--- config.mk ---
export PLATFORM = sky130hd
export DESIGN_NAME = csss_top
export DESIGN_NICKNAME = d
export VERILOG_FILES = /design/src/shared/csss_pkg.sv /design/src/rtl/csss_mode_decode.sv /design/src/rtl/csss_top.sv
export SDC_FILE = /design/constraint.sdc
export NUM_CORES = 1
export LEC_CHECK = 0
export BUFFER_PORTS_ARGS = -buffer_cell sky130_fd_sc_hd__buf_2
export CAP_MARGIN = 20
export CORE_ASPECT_RATIO = 0.7
export CORE_MARGIN = 5
export CORE_UTILIZATION = 59
export CTS_BUF_LIST = sky130_fd_sc_hd__clkbuf_4
export DETAILED_ROUTE_END_ITERATION = 12
export PLACE_DENSITY_LB_ADDON = 0.05
export SKIP_CTS_REPAIR_TIMING = 1
export SYNTH_ARGS = -nofsm -noshare
export SYNTH_HDL_FRONTEND = slang
export SYNTH_SLANG_ARGS = --single-unit
--- constraint.sdc ---
create_clock -name REF_CLK_I -period 9.6 [get_ports REF_CLK_I]
set_input_delay 0.48 -clock REF_CLK_I [delete_from_list [all_inputs] [get_ports REF_CLK_I]]
set_output_delay 0.48 -clock REF_CLK_I [all_outputs]
set_load 0.05 [all_outputs]
--- src/shared/csss_pkg.sv ---
// Operation
// - Full-performance low supervisor masks about 2 us
// - Normal-mode low supervisor masks about 150 us
// - Core low after mask expiry trips reset
// - Control write arms delay flags; deep waits
// - Low side off or full: fast wake
// - Low full-perf cleared: wake takes 150 us
// - High side may drop normal to off
// - Keep bit clear: off in deep, rearm
// - Low side normal mode selects slow wake
package csss_pkg;

   localparam int CLK_PERIOD_NS      = 10;
   localparam int MASK_FP_NS         = 2000;
   localparam int MASK_SLOW_NS       = 150000;
   localparam int MASK_FP_CYC        = (MASK_FP_NS + CLK_PERIOD_NS - 1) / CLK_PERIOD_NS;
   localparam int MASK_SLOW_CYC_DEF  = (MASK_SLOW_NS + CLK_PERIOD_NS - 1) / CLK_PERIOD_NS;
   localparam int CNT_W              = 16;

   // Register byte offsets
   localparam logic [7:0] OFS_LOW_CTRL   = 8'h00;
   localparam logic [7:0] OFS_HIGH_CTRL  = 8'h04;
   localparam logic [7:0] OFS_IRQ_STATUS = 8'h08;
   localparam logic [7:0] OFS_IRQ_MASK   = 8'h0c;
   localparam logic [7:0] OFS_STATE      = 8'h10;

   // Control register fields, same layout on both sides
   localparam int CTL_SUP_EN   = 0;
   localparam int CTL_SUP_FP   = 1;
   localparam int CTL_SUP_KEEP = 2;
   localparam int CTL_MON_EN   = 3;
   localparam int CTL_MON_FP   = 4;
   localparam int CTL_AUTO     = 5;
   localparam int CTL_W        = 6;
   localparam logic [CTL_W-1:0] CTL_RST = 6'h01;

   // Interrupt status fields
   localparam int IRQ_LOW_DONE  = 0;
   localparam int IRQ_HIGH_DONE = 1;
   localparam int IRQ_LOW_TRIP  = 2;
   localparam int IRQ_HIGH_TRIP = 3;
   localparam int IRQ_WAKE_DONE = 4;
   localparam int IRQ_W         = 5;
   localparam logic [IRQ_W-1:0] IRQ_RST = 5'h00;

   // State register fields
   localparam int STA_DLY_LSB  = 0;
   localparam int STA_UNIT_LSB = 2;
   localparam int STA_SLOW     = 10;
   localparam int STA_PWR_LSB  = 11;

   typedef enum logic [1:0] {
      SUP_OFF    = 2'b00,
      SUP_NORMAL = 2'b01,
      SUP_FULL   = 2'b10
   } csss_sup_st_t;

   typedef enum logic [1:0] {
      PWR_ACTIVE = 2'b00,
      PWR_DEEP   = 2'b01,
      PWR_WAKING = 2'b10
   } csss_pwr_t;

endpackage : csss_pkg

--- src/rtl/csss_mode_decode.sv ---
`timescale 1ns/100ps
`default_nettype none
module csss_mode_decode
   import csss_pkg::*;
(
   input  wire logic         enable_i,
   input  wire logic         full_perf_i,
   input  wire logic         keep_i,
   input  wire logic         auto_i,
   input  wire logic         deep_i,
   output var csss_sup_st_t  state_o
);

   always_comb
   begin
      if (!enable_i)
         state_o = SUP_OFF;
      else if (!deep_i)
         state_o = full_perf_i ? SUP_FULL : SUP_NORMAL;
      else if (auto_i)
         state_o = (keep_i && full_perf_i) ? SUP_NORMAL : SUP_OFF;
      else if (keep_i)
         state_o = full_perf_i ? SUP_FULL : SUP_NORMAL;
      else
         state_o = SUP_OFF;
   end

endmodule : csss_mode_decode
`default_nettype wire

--- src/rtl/csss_top.sv ---
// Local design decisions: register access over APB and the address map.
`timescale 1ns/100ps
`default_nettype none
module csss_top
   import csss_pkg::*;
#(
   parameter int MASK_SLOW_CYC = MASK_SLOW_CYC_DEF
)
(
   input  wire logic          REF_CLK_I,
   input  wire logic          RST_N_I,
   input  wire logic          PSEL_I,
   input  wire logic          PENABLE_I,
   input  wire logic          PWRITE_I,
   input  wire logic [7:0]    PADDR_I,
   input  wire logic [31:0]   PWDATA_I,
   output logic      [31:0]   PRDATA_O,
   output logic               PREADY_O,
   output logic               PSLVERR_O,
   input  wire logic          DEEP_SLEEP_REQ_I,
   input  wire logic          WAKE_REQ_I,
   input  wire logic          LOW_CORE_OK_I,
   input  wire logic          HIGH_SUPPLY_OK_I,
   output logic               DEEP_SLEEP_O,
   output logic               WAKE_DONE_O,
   output logic               SLOW_WAKE_O,
   output logic      [1:0]    DELAY_FLAGS_O,
   output logic      [7:0]    SUP_STATE_O,
   output logic               RESET_REQ_O,
   output logic               IRQ_O
);

   logic                rst_meta_q;
   logic                rst_sync_q;
   logic                rst_n;

   logic [CTL_W-1:0]    ctl_q       [2];
   logic [IRQ_W-1:0]    irq_st_q;
   logic [IRQ_W-1:0]    irq_mask_q;
   logic [IRQ_W-1:0]    irq_set;
   csss_pwr_t           pwr_q;
   csss_sup_st_t        unit_st_d   [4];
   csss_sup_st_t        unit_st_q   [4];
   logic [CNT_W-1:0]    mask_cnt_q  [2];
   logic [1:0]          dly_q;
   logic [1:0]          mask_start;
   logic [1:0]          mask_done;
   logic [1:0]          trip;
   logic [1:0]          supply_ok;
   logic [CNT_W-1:0]    wake_cnt_q;
   logic                wake_begin;
   logic                deep_enter;
   logic                slow_wake;

   logic                apb_setup;
   logic                apb_acc;
   logic                wr_acc;
   logic [1:0]          ctl_wr;
   logic [31:0]         rdata_d;
   logic                err_d;
   logic [31:0]         state_word;

   // Reset release through two stages
   always_ff @(posedge REF_CLK_I or negedge RST_N_I)
   begin
      if (!RST_N_I)
      begin
         rst_meta_q <= 1'b0;
         rst_sync_q <= 1'b0;
      end
      else
      begin
         rst_meta_q <= 1'b1;
         rst_sync_q <= rst_meta_q;
      end
   end
   assign rst_n = rst_sync_q;

   // APB slave: ready is raised for the first access cycle, no extra wait
   assign apb_setup = PSEL_I && !PENABLE_I;
   assign apb_acc   = PSEL_I && PENABLE_I && PREADY_O;
   assign wr_acc    = apb_acc && PWRITE_I;
   assign ctl_wr[0] = wr_acc && (PADDR_I == OFS_LOW_CTRL);
   assign ctl_wr[1] = wr_acc && (PADDR_I == OFS_HIGH_CTRL);

   always_comb
   begin
      state_word = 32'h0;
      state_word[STA_DLY_LSB +: 2] = dly_q;
      state_word[STA_UNIT_LSB +: 8] = SUP_STATE_O;
      state_word[STA_SLOW] = slow_wake;
      state_word[STA_PWR_LSB +: 2] = pwr_q;
   end

   always_comb
   begin
      rdata_d = 32'h0;
      err_d   = 1'b0;
      case (PADDR_I)
         OFS_LOW_CTRL:   rdata_d[CTL_W-1:0] = ctl_q[0];
         OFS_HIGH_CTRL:  rdata_d[CTL_W-1:0] = ctl_q[1];
         OFS_IRQ_STATUS: rdata_d[IRQ_W-1:0] = irq_st_q;
         OFS_IRQ_MASK:   rdata_d[IRQ_W-1:0] = irq_mask_q;
         OFS_STATE:      rdata_d = state_word;
         default:        err_d = 1'b1;
      endcase
   end

   always_ff @(posedge REF_CLK_I or negedge rst_n)
   begin
      if (!rst_n)
      begin
         PREADY_O  <= 1'b0;
         PRDATA_O  <= 32'h0;
         PSLVERR_O <= 1'b0;
      end
      else
      begin
         PREADY_O  <= apb_setup;
         PRDATA_O  <= (apb_setup && !PWRITE_I) ? rdata_d : 32'h0;
         PSLVERR_O <= apb_setup && err_d;
      end
   end

   // Control registers; the state register is read-only
   always_ff @(posedge REF_CLK_I or negedge rst_n)
   begin
      if (!rst_n)
      begin
         ctl_q[0]   <= CTL_RST;
         ctl_q[1]   <= CTL_RST;
         irq_mask_q <= IRQ_RST;
      end
      else
      begin
         if (ctl_wr[0])
            ctl_q[0] <= PWDATA_I[CTL_W-1:0];
         if (ctl_wr[1])
            ctl_q[1] <= PWDATA_I[CTL_W-1:0];
         if (wr_acc && (PADDR_I == OFS_IRQ_MASK))
            irq_mask_q <= PWDATA_I[IRQ_W-1:0];
      end
   end

   // Sticky status; a new event wins over a same-cycle clear
   assign irq_set[IRQ_LOW_DONE]  = mask_done[0];
   assign irq_set[IRQ_HIGH_DONE] = mask_done[1];
   assign irq_set[IRQ_LOW_TRIP]  = trip[0];
   assign irq_set[IRQ_HIGH_TRIP] = trip[1];
   assign irq_set[IRQ_WAKE_DONE] = (pwr_q == PWR_WAKING) && (wake_cnt_q == 16'h0001);

   always_ff @(posedge REF_CLK_I or negedge rst_n)
   begin
      if (!rst_n)
      begin
         irq_st_q <= IRQ_RST;
         IRQ_O    <= 1'b0;
      end
      else
      begin
         if (wr_acc && (PADDR_I == OFS_IRQ_STATUS))
            irq_st_q <= (irq_st_q & ~PWDATA_I[IRQ_W-1:0]) | irq_set;
         else
            irq_st_q <= irq_st_q | irq_set;
         IRQ_O <= |(irq_st_q & irq_mask_q);
      end
   end

   // Any enabled low unit in normal mode forces slow wake-up
   assign slow_wake = (ctl_q[0][CTL_SUP_EN] && !ctl_q[0][CTL_SUP_FP])
                   || (ctl_q[0][CTL_MON_EN] && !ctl_q[0][CTL_MON_FP]);

   // Entry refused while either settling delay is still running
   assign deep_enter = (pwr_q == PWR_ACTIVE) && DEEP_SLEEP_REQ_I && (dly_q == 2'b00);
   assign wake_begin = (pwr_q == PWR_DEEP) && WAKE_REQ_I;

   always_ff @(posedge REF_CLK_I or negedge rst_n)
   begin
      if (!rst_n)
      begin
         pwr_q       <= PWR_ACTIVE;
         wake_cnt_q  <= '0;
         WAKE_DONE_O <= 1'b0;
      end
      else
      begin
         WAKE_DONE_O <= 1'b0;
         case (pwr_q)
            PWR_ACTIVE:
            begin
               if (deep_enter)
                  pwr_q <= PWR_DEEP;
            end
            PWR_DEEP:
            begin
               if (wake_begin)
               begin
                  pwr_q      <= PWR_WAKING;
                  wake_cnt_q <= slow_wake ? CNT_W'(MASK_SLOW_CYC) : CNT_W'(MASK_FP_CYC);
               end
            end
            PWR_WAKING:
            begin
               if (wake_cnt_q <= 16'h0001)
               begin
                  pwr_q       <= PWR_ACTIVE;
                  wake_cnt_q  <= '0;
                  WAKE_DONE_O <= 1'b1;
               end
               else
                  wake_cnt_q <= wake_cnt_q - 16'h0001;
            end
            default:
               pwr_q <= PWR_ACTIVE;
         endcase
      end
   end

   // Per unit: 0 low sup, 1 low mon, 2 high sup, 3 high mon
   for (genvar u = 0; u < 4; u++)
   begin : g_unit
      localparam int SIDE = u / 2;
      localparam bit MON  = (u % 2) == 1;

      csss_mode_decode u_dec (
         .enable_i    (MON ? ctl_q[SIDE][CTL_MON_EN] : ctl_q[SIDE][CTL_SUP_EN]),
         .full_perf_i (MON ? ctl_q[SIDE][CTL_MON_FP] : ctl_q[SIDE][CTL_SUP_FP]),
         .keep_i      (MON ? 1'b1 : ctl_q[SIDE][CTL_SUP_KEEP]),
         .auto_i      (ctl_q[SIDE][CTL_AUTO]),
         .deep_i      (pwr_q == PWR_DEEP),
         .state_o     (unit_st_d[u])
      );

      always_ff @(posedge REF_CLK_I or negedge rst_n)
      begin
         if (!rst_n)
            unit_st_q[u] <= SUP_OFF;
         else
            unit_st_q[u] <= unit_st_d[u];
      end

      assign SUP_STATE_O[2*u +: 2] = unit_st_q[u];
   end

   assign supply_ok[0] = LOW_CORE_OK_I;
   assign supply_ok[1] = HIGH_SUPPLY_OK_I;

   // Per side settling mask; its length follows the supervisor's mode
   for (genvar s = 0; s < 2; s++)
   begin : g_side
      logic [CNT_W-1:0] cnt_d;
      logic             fp_sel;

      // A write arms the mask of the mode it sets, so clearing full
      // performance before a core raise gets the long mask at once
      assign fp_sel = ctl_wr[s] ? PWDATA_I[CTL_SUP_FP] : ctl_q[s][CTL_SUP_FP];
      assign mask_start[s] = ctl_wr[s] || wake_begin;
      assign mask_done[s]  = mask_cnt_q[s] == 16'h0001;
      assign trip[s]       = (unit_st_q[2*s] != SUP_OFF) && !dly_q[s] && !supply_ok[s];

      always_comb
      begin
         if (mask_start[s])
            cnt_d = fp_sel ? CNT_W'(MASK_FP_CYC) : CNT_W'(MASK_SLOW_CYC);
         else if (mask_cnt_q[s] != '0)
            cnt_d = mask_cnt_q[s] - 16'h0001;
         else
            cnt_d = '0;
      end

      always_ff @(posedge REF_CLK_I or negedge rst_n)
      begin
         if (!rst_n)
         begin
            mask_cnt_q[s] <= '0;
            dly_q[s]      <= 1'b0;
         end
         else
         begin
            mask_cnt_q[s] <= cnt_d;
            dly_q[s]      <= cnt_d != '0;
         end
      end
   end

   always_ff @(posedge REF_CLK_I or negedge rst_n)
   begin
      if (!rst_n)
      begin
         RESET_REQ_O   <= 1'b0;
         DEEP_SLEEP_O  <= 1'b0;
         SLOW_WAKE_O   <= 1'b0;
         DELAY_FLAGS_O <= 2'b00;
      end
      else
      begin
         RESET_REQ_O   <= |trip;
         DEEP_SLEEP_O  <= deep_enter || ((pwr_q == PWR_DEEP) && !wake_begin);
         SLOW_WAKE_O   <= slow_wake;
         DELAY_FLAGS_O <= (mask_start | {mask_cnt_q[1] > 16'h0001, mask_cnt_q[0] > 16'h0001});
      end
   end
endmodule : csss_top
`default_nettype wire

Word level (Yosys, flattened, before mapping)

Cells that the tools add are included.

$add $sub $neg: 3
$mul: 0
Divide/modulo/power cells: 0
Magnitude comparators: 3
Equality and inequality tests: 12
Shift-type cells: 0
Muxes and demuxes: 46
Bitwise gates (word level): 6
Reductions and logical operators: 51

Operators by type and width:

| cell                                                                    | count |
|---|---|
| 16-bit 2-to-1 mux                                                       | 6 |
| 16-bit nonzero test                                                     | 4 |
| 16-bit by 1-bit equality test with 1-bit output (second input constant) | 3 |
| 16-bit by 1-bit subtractor with 16-bit output (second input constant)   | 3 |
| 14-bit 2-to-1 mux                                                       | 3 |
| 2-bit 2-to-1 mux                                                        | 21 |
| 16-bit by 1-bit > comparator with 1-bit output (second input constant)  | 2 |
| 32-bit 2-to-1 mux                                                       | 1 |
| 16-bit case mux with 2 select lines                                     | 1 |
| 5-bit case mux with 5 select lines                                      | 1 |
| 1-bit logical AND                                                       | 23 |
| 8-bit by 4-bit equality test with 1-bit output (second input constant)  | 2 |
| 16-bit by 1-bit <= comparator with 1-bit output (second input constant) | 1 |
| 5-bit bitwise AND                                                       | 2 |
| 5-bit OR                                                                | 2 |
| 5-bit OR reduction                                                      | 2 |
| 1-bit zero test                                                         | 9 |
| 1-bit 2-to-1 mux                                                        | 9 |
| 8-bit by 3-bit equality test with 1-bit output (second input constant)  | 1 |
| 8-bit by 5-bit equality test with 1-bit output (second input constant)  | 1 |
| 8-bit zero test                                                         | 1 |
| 7-bit 2-to-1 mux                                                        | 1 |
| 2-bit case mux with 3 select lines                                      | 1 |
| 2-bit nonzero test                                                      | 3 |
| 13 further kinds                                                        | 18 |

Flip-flop bits (word level): 125
Bits in latches: 0
RAM bits: 0
Bits in read-only memories: 0
Memories: 0

Logic depth before layout (Yosys ltp)

Gate-level depths: netlist of the first run.

Depth after elaboration: 8
Mapped depth: 9
Gate-level depth less buffers: 8

Hierarchy

Synthesis of the first run repeated with hierarchy kept, for this count alone.

Cells, all modules: 542
Area total of the unflattened synthesis: 5377.7 um^2

Modules (own cells, without submodules):

| module           | times used | cells each | area an instance (um^2) | seq. area each (um^2) |
|---|---|---|---|---|
| csss_top         | 1          | 518        | 5202.5                  | 2655.0 |
| csss_mode_decode | 4          | 6          | 43.8                    | 0.0 |

Worst setup path before layout of the first run

OpenSTA, ideal clock, no wires.

Kind: flip-flop to flip-flop
Start: register mask_cnt_q[16] (netlist bit)
End: register dly_q[0]
Setup time: 0.133 ns
Arrival time: 2.115 ns
Required time: 9.467 ns
Path slack: 7.352 ns
Stages on the path, launching flop included: 9
Buffers on the path: 0
Period minus slack after synthesis: 2.248 ns
Cell sequence: dfrtp_1 inv_1 ha_1 nor3b_1 nand4_1 xor2_1 nand4_1 a2111oi_0 o21ai_1

Cells in the longest elaborated chain, start to end: 4

RTL lines:

| what                                                                                 | line                             | text |
|---|---|---|
| start, declared                                                                      | csss_top.sv:44                   | `logic [CNT_W-1:0] mask_cnt_q [2];` |
| start signal, assigned by index                                                      | csss_top.sv:280                  | `mask_cnt_q[s] <= cnt_d;` |
| 16-bit by 1-bit subtractor with 16-bit output or 16-bit nonzero test (tied branches) | csss_top.sv:266, csss_top.sv:265 |  |
| 16-bit 2-to-1 mux (*)                                                                | csss_top.sv:265                  | `else if (mask_cnt_q[s] != '0)` |
| 16-bit 2-to-1 mux (*)                                                                | csss_top.sv:263                  | `if (mask_start[s])` |
| 16-bit nonzero test (*)                                                              | csss_top.sv:281                  | `dly_q[s] <= cnt_d != '0;` |
| end signal, assigned by index                                                        | csss_top.sv:276                  | `dly_q[s] <= 1'b0;` |
| end signal, assigned by index                                                        | csss_top.sv:281                  |  |
| end, declared                                                                        | csss_top.sv:45                   | `logic [1:0] dly_q;` |

Mark *: on every way between the ends. The rest lies on a longest branch, timed or not.
A chain may end at the register's enable or synchronous reset.

Worst setup path in the final report of the first run

Same ends and word-level chain as after synthesis.

==> flow_summary_export.csv, run 1 <==
group,metric,value,unit
outcome,outcome,"finished, final reports clean",
timing,fin_hold_ws,249.1,ps
finish,layout.filler_cells,757,
yosys,netlist-cell-type-count,66,
place,detailedPlacementHpwl,8640,um
yosys,asyncSetResetFlopFracSynth,100.0,%
timing,fin_ws,6746,ps
critical_path,timing.critical_path.slowest_stage_cell,"nor3b_1",
timing,final-max-slew-violation-count,0,
grt,grt_first_pass_wirelength,19930,um
grt,grt_start_max_net_pins,70,
yosys,syn_inst,547,
critical_path,crit_chain,"inv_1 > ha_1 > nor3b_1 > nand4_1 > xor2_1 > nand4_1 > a2111oi_0 > o21ai_1",
finish,final_net_count,654,
hold_path,timing.hold.worst.class,"in -> reg",
routing,dr.pass1.iters,5,
critical_path,cp_top_family,"simple AND/OR/NAND/NOR gates",
critical_path,endpoint_kind,"flip-flop",
critical_path,crit_path_max_incr_delay,680,ps
finish,antenna_cells,0,
clock_network,cts_root_buf,"clkbuf_4",
die,initial_core_util,60.20,%
timing,finalWorstPathRequiredPeriod,2854,ps
die,die_area,0.01127,mm^2
yosys,syn-mean-instance-area,9.943,um^2
grt,first_global_vias,3916,
routing,post_drt_via_cell_ratio,5.720,
timing,clock.fmax,0.3503,GHz
grt,antenna_found_initial,0,
critical_path,worst_ep_arrival_time,3210,ps
clock_network,cts.sink_count,106,
die,horizontal_die_dimension,124.8,um
place,dp_worst_setup_slack,6528,ps
critical_path,setup.worst_path.class,"reg -> reg",
grt,grt_usage,21.61,%
timing,slew_headroom,43.67,%
finish,layout.cell_area.non_filler,0.005839,mm^2
routing,count_of_vias_placed_by_the_detailed_router,4141,
yosys,synth_top_area_share,47.85,%
timing,worstMarginPinSlew,841.8,ps
critical_path,req_time_crit_path,9960,ps
clock_network,insertion_delay_to_the_later_sink_of_the_worst_skew_pair,470,ps
routing,totalWireLength,11670,um
critical_path,critical_path.startpoint_type,"flip-flop",
yosys,post_synth_main_area_contributors,"dfrtp_1 (48%), nor2_1 (4.3%), mux2_2 (3.9%), nand2_1 (3.5%), o21ai_0 (3.4%)",
clock_network,worst_setup_hold_path_clk_slew,160,ps
routing,drc,0,
die,pin_count,98,
yosys,number_of_enable_type_register_cells_in_the_synthesized_netlist,0,
place,placedCellCount,707,
routing,drt-wirelength-per-cell,16.11,um
place,placed_cell_area,0.005710,mm^2
timing,timing.clock.skew,17.56,ps
timing,finalSetupViolCount,0,
yosys,ys_warn_count,0,
yosys,cell_with_the_most_instances_after_synthesis,"dfrtp_1",
finish,layoutNonFillerInstCount,724,
timing,finalCritPeriodShare,29.73,%
yosys,synth.ff_latch_count,106,
finish,drive_gt1_share,18.33,%
yosys,synth_top_cell_by_area,"dfrtp_1",
yosys,post_synth_most_frequent_cells,"dfrtp_1 (104), nor2_1 (62), nand2_1 (51)",
finish,flow.area_growth_from_synthesis,7.361,%
yosys,netlist_area_before_placement,0.005439,mm^2
die,die-height,90.33,um
die,std_cell_rows,29,
die,core_footprint,0.009035,mm^2
flow_run,drv.max_cap_violation_count,0,
clock_network,tritoncts,"built",
grt,grt_overflow,0,
timing,rsz0062_at_grt,"no",
yosys,synth_seq_area_share,48.82,%
routing,detail_route.iter0.violations,223,
yosys,top_reg_cell_synth,"dfrtp_1",
place,numPortBuffers,52,
clock_network,cts-root-to-sink-buffers,2,
power_and_ir_drop,worst_ir_drop_vdd,0.09966,mV
timing,timing.final.hold_violations,0,
critical_path,critPathMaxFanout,7,
routing,ant_nets,0,
clock_network,h_tree_depth,3,
place,gp_routability_congestion,0.9059,
clock_network,tritoncts.num_buffers,9,
power_and_ir_drop,pwr_density_cell,197.5,mW/mm^2
power_and_ir_drop,leakagePower,0.002666,uW
timing,setup-tns-final,0,ps
critical_path,most_frequent_cell_on_the_critical_path,"nand4_1",
critical_path,worstPathBufferInverterCount,1,
## state kept, by name, indices dropped and copies added, names as in the netlist, 5 cells and up
signal and flops:
mask_cnt_q 32, wake_cnt_q 16, PRDATA_O 13, ctl_q 12, SUP_STATE_O 8, irq_mask_q 5
irq_st_q 5
## worst min-delay path, cell delays in order
cell and delay (ps):
buf_2 80, nand2b_1 80, inv_1 60
## layer usage
layer / vias to the layer above / part of all wire (%) / wire [um] / GRT usage, %
li1: 1999 / - / - / -
met1: 2004 / 50 / 5826 / 32.34
met2: 125 / 43 / 4965 / 30.89
met3: 13 / 6.0 / 695 / 5.319
met4: 0 / 1.5 / 179 / 6.934
met5: - / 0 / 0 / 0
## kinds of logic after synthesis
| group | count (synthesis) | synth area share [%] |
|---|---|---|
| and+or+nand+nor | 225 | 21.92 |
| DFF | 106 | 48.82 |
| AOI/OAI and AO/OA | 103 | 12.38 |
| buffers and inverters | 50 | 5.337 |
| xor gates and xnor gates | 31 | 4.992 |
| muxes | 20 | 4.118 |
| adders and majority gates | 10 | 2.300 |
| other | 2 | 0.1381 |
## where the power goes
part	leakage [uW]	total (uW)	internal, uW	switching (uW)
registers	0.00134	605	513	91.8
clock network	0.0000526	204	54.0	150
logic	0.00128	344	132	212
total	0.00267	1150	700	454
## placed cells by master, fill, tap and decap left out, types with 3 or more instances in the layout
cell / synthesis / layout
dfrtp_1: 104 / 103
nor2_1: 62 / 62
buf_2: 4 / 52
nand2_1: 51 / 51
o21ai_0: 37 / 37
nor3_1: 20 / 20
conb_1: 2 / 20
mux2_2: 19 / 19
xnor2_1: 17 / 17
nand3_1: 15 / 15
xor2_1: 14 / 14
a21oi_1: 14 / 14
inv_1: 12 / 12
ha_1: 10 / 10
nand4_1: 9 / 9
clkbuf_4: 0 / 9
and3_1: 8 / 8
a22oi_1: 8 / 8
and2_1: 7 / 7
nand2b_1: 7 / 7
nor4_1: 7 / 7
a22o_1: 7 / 7
nor2b_1: 5 / 5
a31oi_1: 5 / 5
o211ai_1: 5 / 5
o21ai_1: 5 / 5
or2_2: 4 / 4
clkinvlp_4: 0 / 4
buf_4: 20 / 4
nor3b_1: 3 / 3
nand3b_1: 3 / 3
o31a_1: 3 / 3
## path summary, 6_finish.rpt
path	to	slack, ps	cells past startpoint	startpoint
max	dly_q[0]$_DFF_PN0_	6750	8	mask_cnt_q[16]$_DFF_PN0_
min	PREADY_O$_DFF_PN0_	250	3	PSEL_I
max reg2reg	dly_q[0]$_DFF_PN0_	6750	8	mask_cnt_q[16]$_DFF_PN0_
min reg2reg	mask_cnt_q[6]$_DFF_PN0_	280	0	rst_n$_DFF_PN0_
max in group asynchronous	ctl_q[9]$_DFFE_PN0N_	8110	1	rst_n$_DFF_PN0_
min in group asynchronous	mask_cnt_q[6]$_DFF_PN0_	280	0	rst_n$_DFF_PN0_
## through the flow
step | util, % | total power, uW
after floorplan | - | 879.9
after global placement | 63.20 | 936.7
after detailed placement | 63.20 | 951.7
after CTS | 64.52 | 1157
after global routing | 64.63 | 1232
final | 64.63 | 1153
## layout make-up
cell class / instances / area, um^2 / area share, %
flip-flops and latches: 106 / 2659 / 45.53
repair buffers: 57 / 300.3 / 5.142
clock inverters: 7 / 51.30 / 0.8785
clock buffers: 9 / 67.56 / 1.157
inverters: 12 / 45.04 / 0.7714
well taps: 124 / 155.1 / 2.657
multi-input cells: 409 / 2561 / 43.86
Power figures use the tool's default switching activity.
==> run 2, diff against run 1 <==
--- a/config.mk
+++ b/config.mk
@@ -9,7 +9,7 @@
 export CAP_MARGIN = 20
 export CORE_ASPECT_RATIO = 0.7
 export CORE_MARGIN = 5
-export CORE_UTILIZATION = 59
+export CORE_UTILIZATION = 52
 export CTS_BUF_LIST = sky130_fd_sc_hd__clkbuf_4
 export DETAILED_ROUTE_END_ITERATION = 12
 export PLACE_DENSITY_LB_ADDON = 0.05
==> constraint.sdc (replaced) <==
create_clock -name REF_CLK_I -period 2.6 [get_ports REF_CLK_I]
set_input_delay 0.13 -clock REF_CLK_I [delete_from_list [all_inputs] [get_ports REF_CLK_I]]
set_output_delay 0.13 -clock REF_CLK_I [all_outputs]
set_load 0.05 [all_outputs]
==> flow_summary_export.csv, run 2 (synthesis results as in run 1) <==
group,metric,value,unit
flow_run,drv.max_cap_violation_count,0,
clock_network,cts_root_buf,"clkbuf_4",
die,die-height,95.57,um
grt,grt_start_max_net_pins,51,
power_and_ir_drop,combinationalPowerShare,31.1,%
clock_network,h_tree_depth,3,
hold_path,timing.hold.worst.class,"in -> reg",
timing,rsz0062_at_grt,"no",
power_and_ir_drop,worst_ir_drop_vdd,0.4401,mV
die,horizontal_die_dimension,132.2,um
critical_path,critPathLaunch,"wake_cnt_q[12]$_DFFE_PN0P_",
timing,finalWorstPathRequiredPeriod,2401,ps
power_and_ir_drop,switching_share,39.18,%
die,pin_count,98,
timing,setup-tns-final,0,ps
routing,post_drt_via_cell_ratio,5.542,
clock_network,worst_setup_hold_path_clk_slew,170,ps
finish,most-common-layout-cells,"dfrtp_1 (103), nor2_1 (62), buf_2 (52)",
timing,timing.final.hold_violations,0,
critical_path,critPathMaxFanout,10,
grt,grt_overflow,0,
die,initial_core_util,52.92,%
critical_path,timing.critical_path.slowest_stage_cell,"or4b_4",
power_and_ir_drop,leakagePower,0.002811,uW
place,numPortBuffers,52,
finish,finish.utilization,59.40,%
finish,flip_flop_count_of_the_largest_register_all_copies_and_words_added,32,
die,die_area,0.01264,mm^2
clock_network,tritoncts.num_buffers,9,
clock_network,insertion_delay_to_the_later_sink_of_the_worst_skew_pair,470,ps
routing,detail_route.iter0.violations,234,
critical_path,req_time_crit_path,2970,ps
critical_path,crit_path_max_incr_delay,540,ps
outcome,outcome,"finished, final reports clean",
timing,slew_headroom,41.05,%
finish,flow.area_growth_from_synthesis,12.26,%
place,gp_routability_congestion,0.8622,
grt,first_global_vias,3982,
clock_network,tritoncts,"built",
timing,timing.clock.skew,21.85,ps
routing,dr.pass1.iters,5,
grt,grt_first_pass_wirelength,20650,um
routing,drt-wirelength-per-cell,16.36,um
power_and_ir_drop,pwr_density_cell,713.5,mW/mm^2
critical_path,worst_ep_arrival_time,2770,ps
finish,antenna_cells,0,
power_and_ir_drop,power_frac_seq,51.1,%
die,std_cell_rows,31,
routing,ant_nets,0,
place,detailedPlacementHpwl,9104,um
timing,finalSetupViolCount,0,
finish,layout_commonest_cell,"dfrtp_1",
power_and_ir_drop,clock_power_share,17.8,%
critical_path,most_frequent_cell_on_the_critical_path,"o21ai_1",
grt,antenna_found_initial,0,
finish,top_register,"mask_cnt_q",
critical_path,endpoint_kind,"flip-flop",
finish,final_net_count,682,
hold_path,whs_path_depth,3,
grt,grt_usage,20.38,%
power_and_ir_drop,switchingPower,1707,uW
timing,worstMarginPinSlew,881.0,ps
critical_path,reg2regPathDepth,7,
finish,drive_gt1_share,19.90,%
critical_path,crit_chain,"or3_4 > or4b_4 > o31ai_4 > buf_4 > a31oi_1 > o21ai_1 > o21ai_1",
routing,count_of_vias_placed_by_the_detailed_router,4212,
routing,totalWireLength,12430,um
timing,finalCritPeriodShare,92.36,%
routing,drc,0,
die,core_footprint,0.01028,mm^2
power_and_ir_drop,internal_power,2650,uW
critical_path,setup.worst_path.class,"reg -> reg",
clock_network,cts-root-to-sink-buffers,2,
critical_path,regToRegStartpoint,"wake_cnt_q[12]$_DFFE_PN0P_",
timing,final-max-slew-violation-count,0,
timing,clock.fmax,0.4164,GHz
finish,reg_top3,"mask_cnt_q: 32 flops, wake_cnt_q: 16 flops, PRDATA_O: 13 flops",
critical_path,critical_path.startpoint_type,"flip-flop",
clock_network,cts.sink_count,106,
hold_path,holdCritStartpoint,"PADDR_I[1]",
==> run 2: worst max-delay path, delay by kind of cell, from the launching register on <==
family	cells	cell delay, ps
AO/OA/AOI/OAI	4	680
flip-flops	1	440
AND/OR/NAND/NOR	2	950
buffers and inverters	1	230
==> run 2: per-stage QoR <==
step / total power, uW / hold WS (ps) / setup WS (ps) / std cells / cell area, um^2
finish: 4356 / 15.91 / 198.6 / 760 / 6106
detailed placement: 3578 / -82.45 / 240.0 / 730 / 5846
global route: 4671 / 6.635 / 47.79 / 760 / 6106
floorplan: 3249 / -165.6 / 352.1 / 565 / 5508
CTS: 4349 / -616.6 / 215.9 / 746 / 5964
global placement: 3535 / -85.61 / 257.4 / 730 / 5846
==> run 2: per-layer routing <==
| layer | vias to the layer above | GRT usage [%] | part of all wire (%) |
|---|---|---|---|
| met4 | 0 | 4.407 | 0.62 |
| li1 | 2045 | - | - |
| met5 | - | 0 | 0 |
| met3 | 8 | 5.538 | 6.5 |
| met1 | 2027 | 30.89 | 50 |
| met2 | 132 | 29.20 | 43 |
==> run 2: final timing paths <==
check	to	slack, ps
max in group asynchronous	mask_cnt_q[27]$_DFF_PN0_	1490
min in group asynchronous	wake_cnt_q[2]$_DFFE_PN0P_	360
hold / removal	PRDATA_O[5]$_DFF_PN0_	20
hold reg to reg	wake_cnt_q[2]$_DFFE_PN0P_	360
setup / recovery	wake_cnt_q[10]$_DFFE_PN0P_	200
setup reg to reg	wake_cnt_q[10]$_DFFE_PN0P_	200
==> run 2: final cells by class <==
type	instances	area, um^2
clock buffers	9	67.56
clock inverters	7	51.30
fillers	898	4173
inverters	12	45.04
multi-input cells	409	2562
flip-flops and latches	106	2659
well taps	132	165.2
repair buffers	85	555.5
==> run 2: power groups by stage <==
| stage | Sequential (uW) | Combinational (uW) | Clock (uW) |
|---|---|---|---|
| after CTS | 2220 | 1330 | 798 |
| after global routing | 2270 | 1520 | 872 |
| after detailed placement | 2250 | 1330 | 0 |
| after global placement | 2240 | 1290 | 0 |
| after floorplan | 2150 | 1100 | 0 |
| final | 2230 | 1350 | 774 |
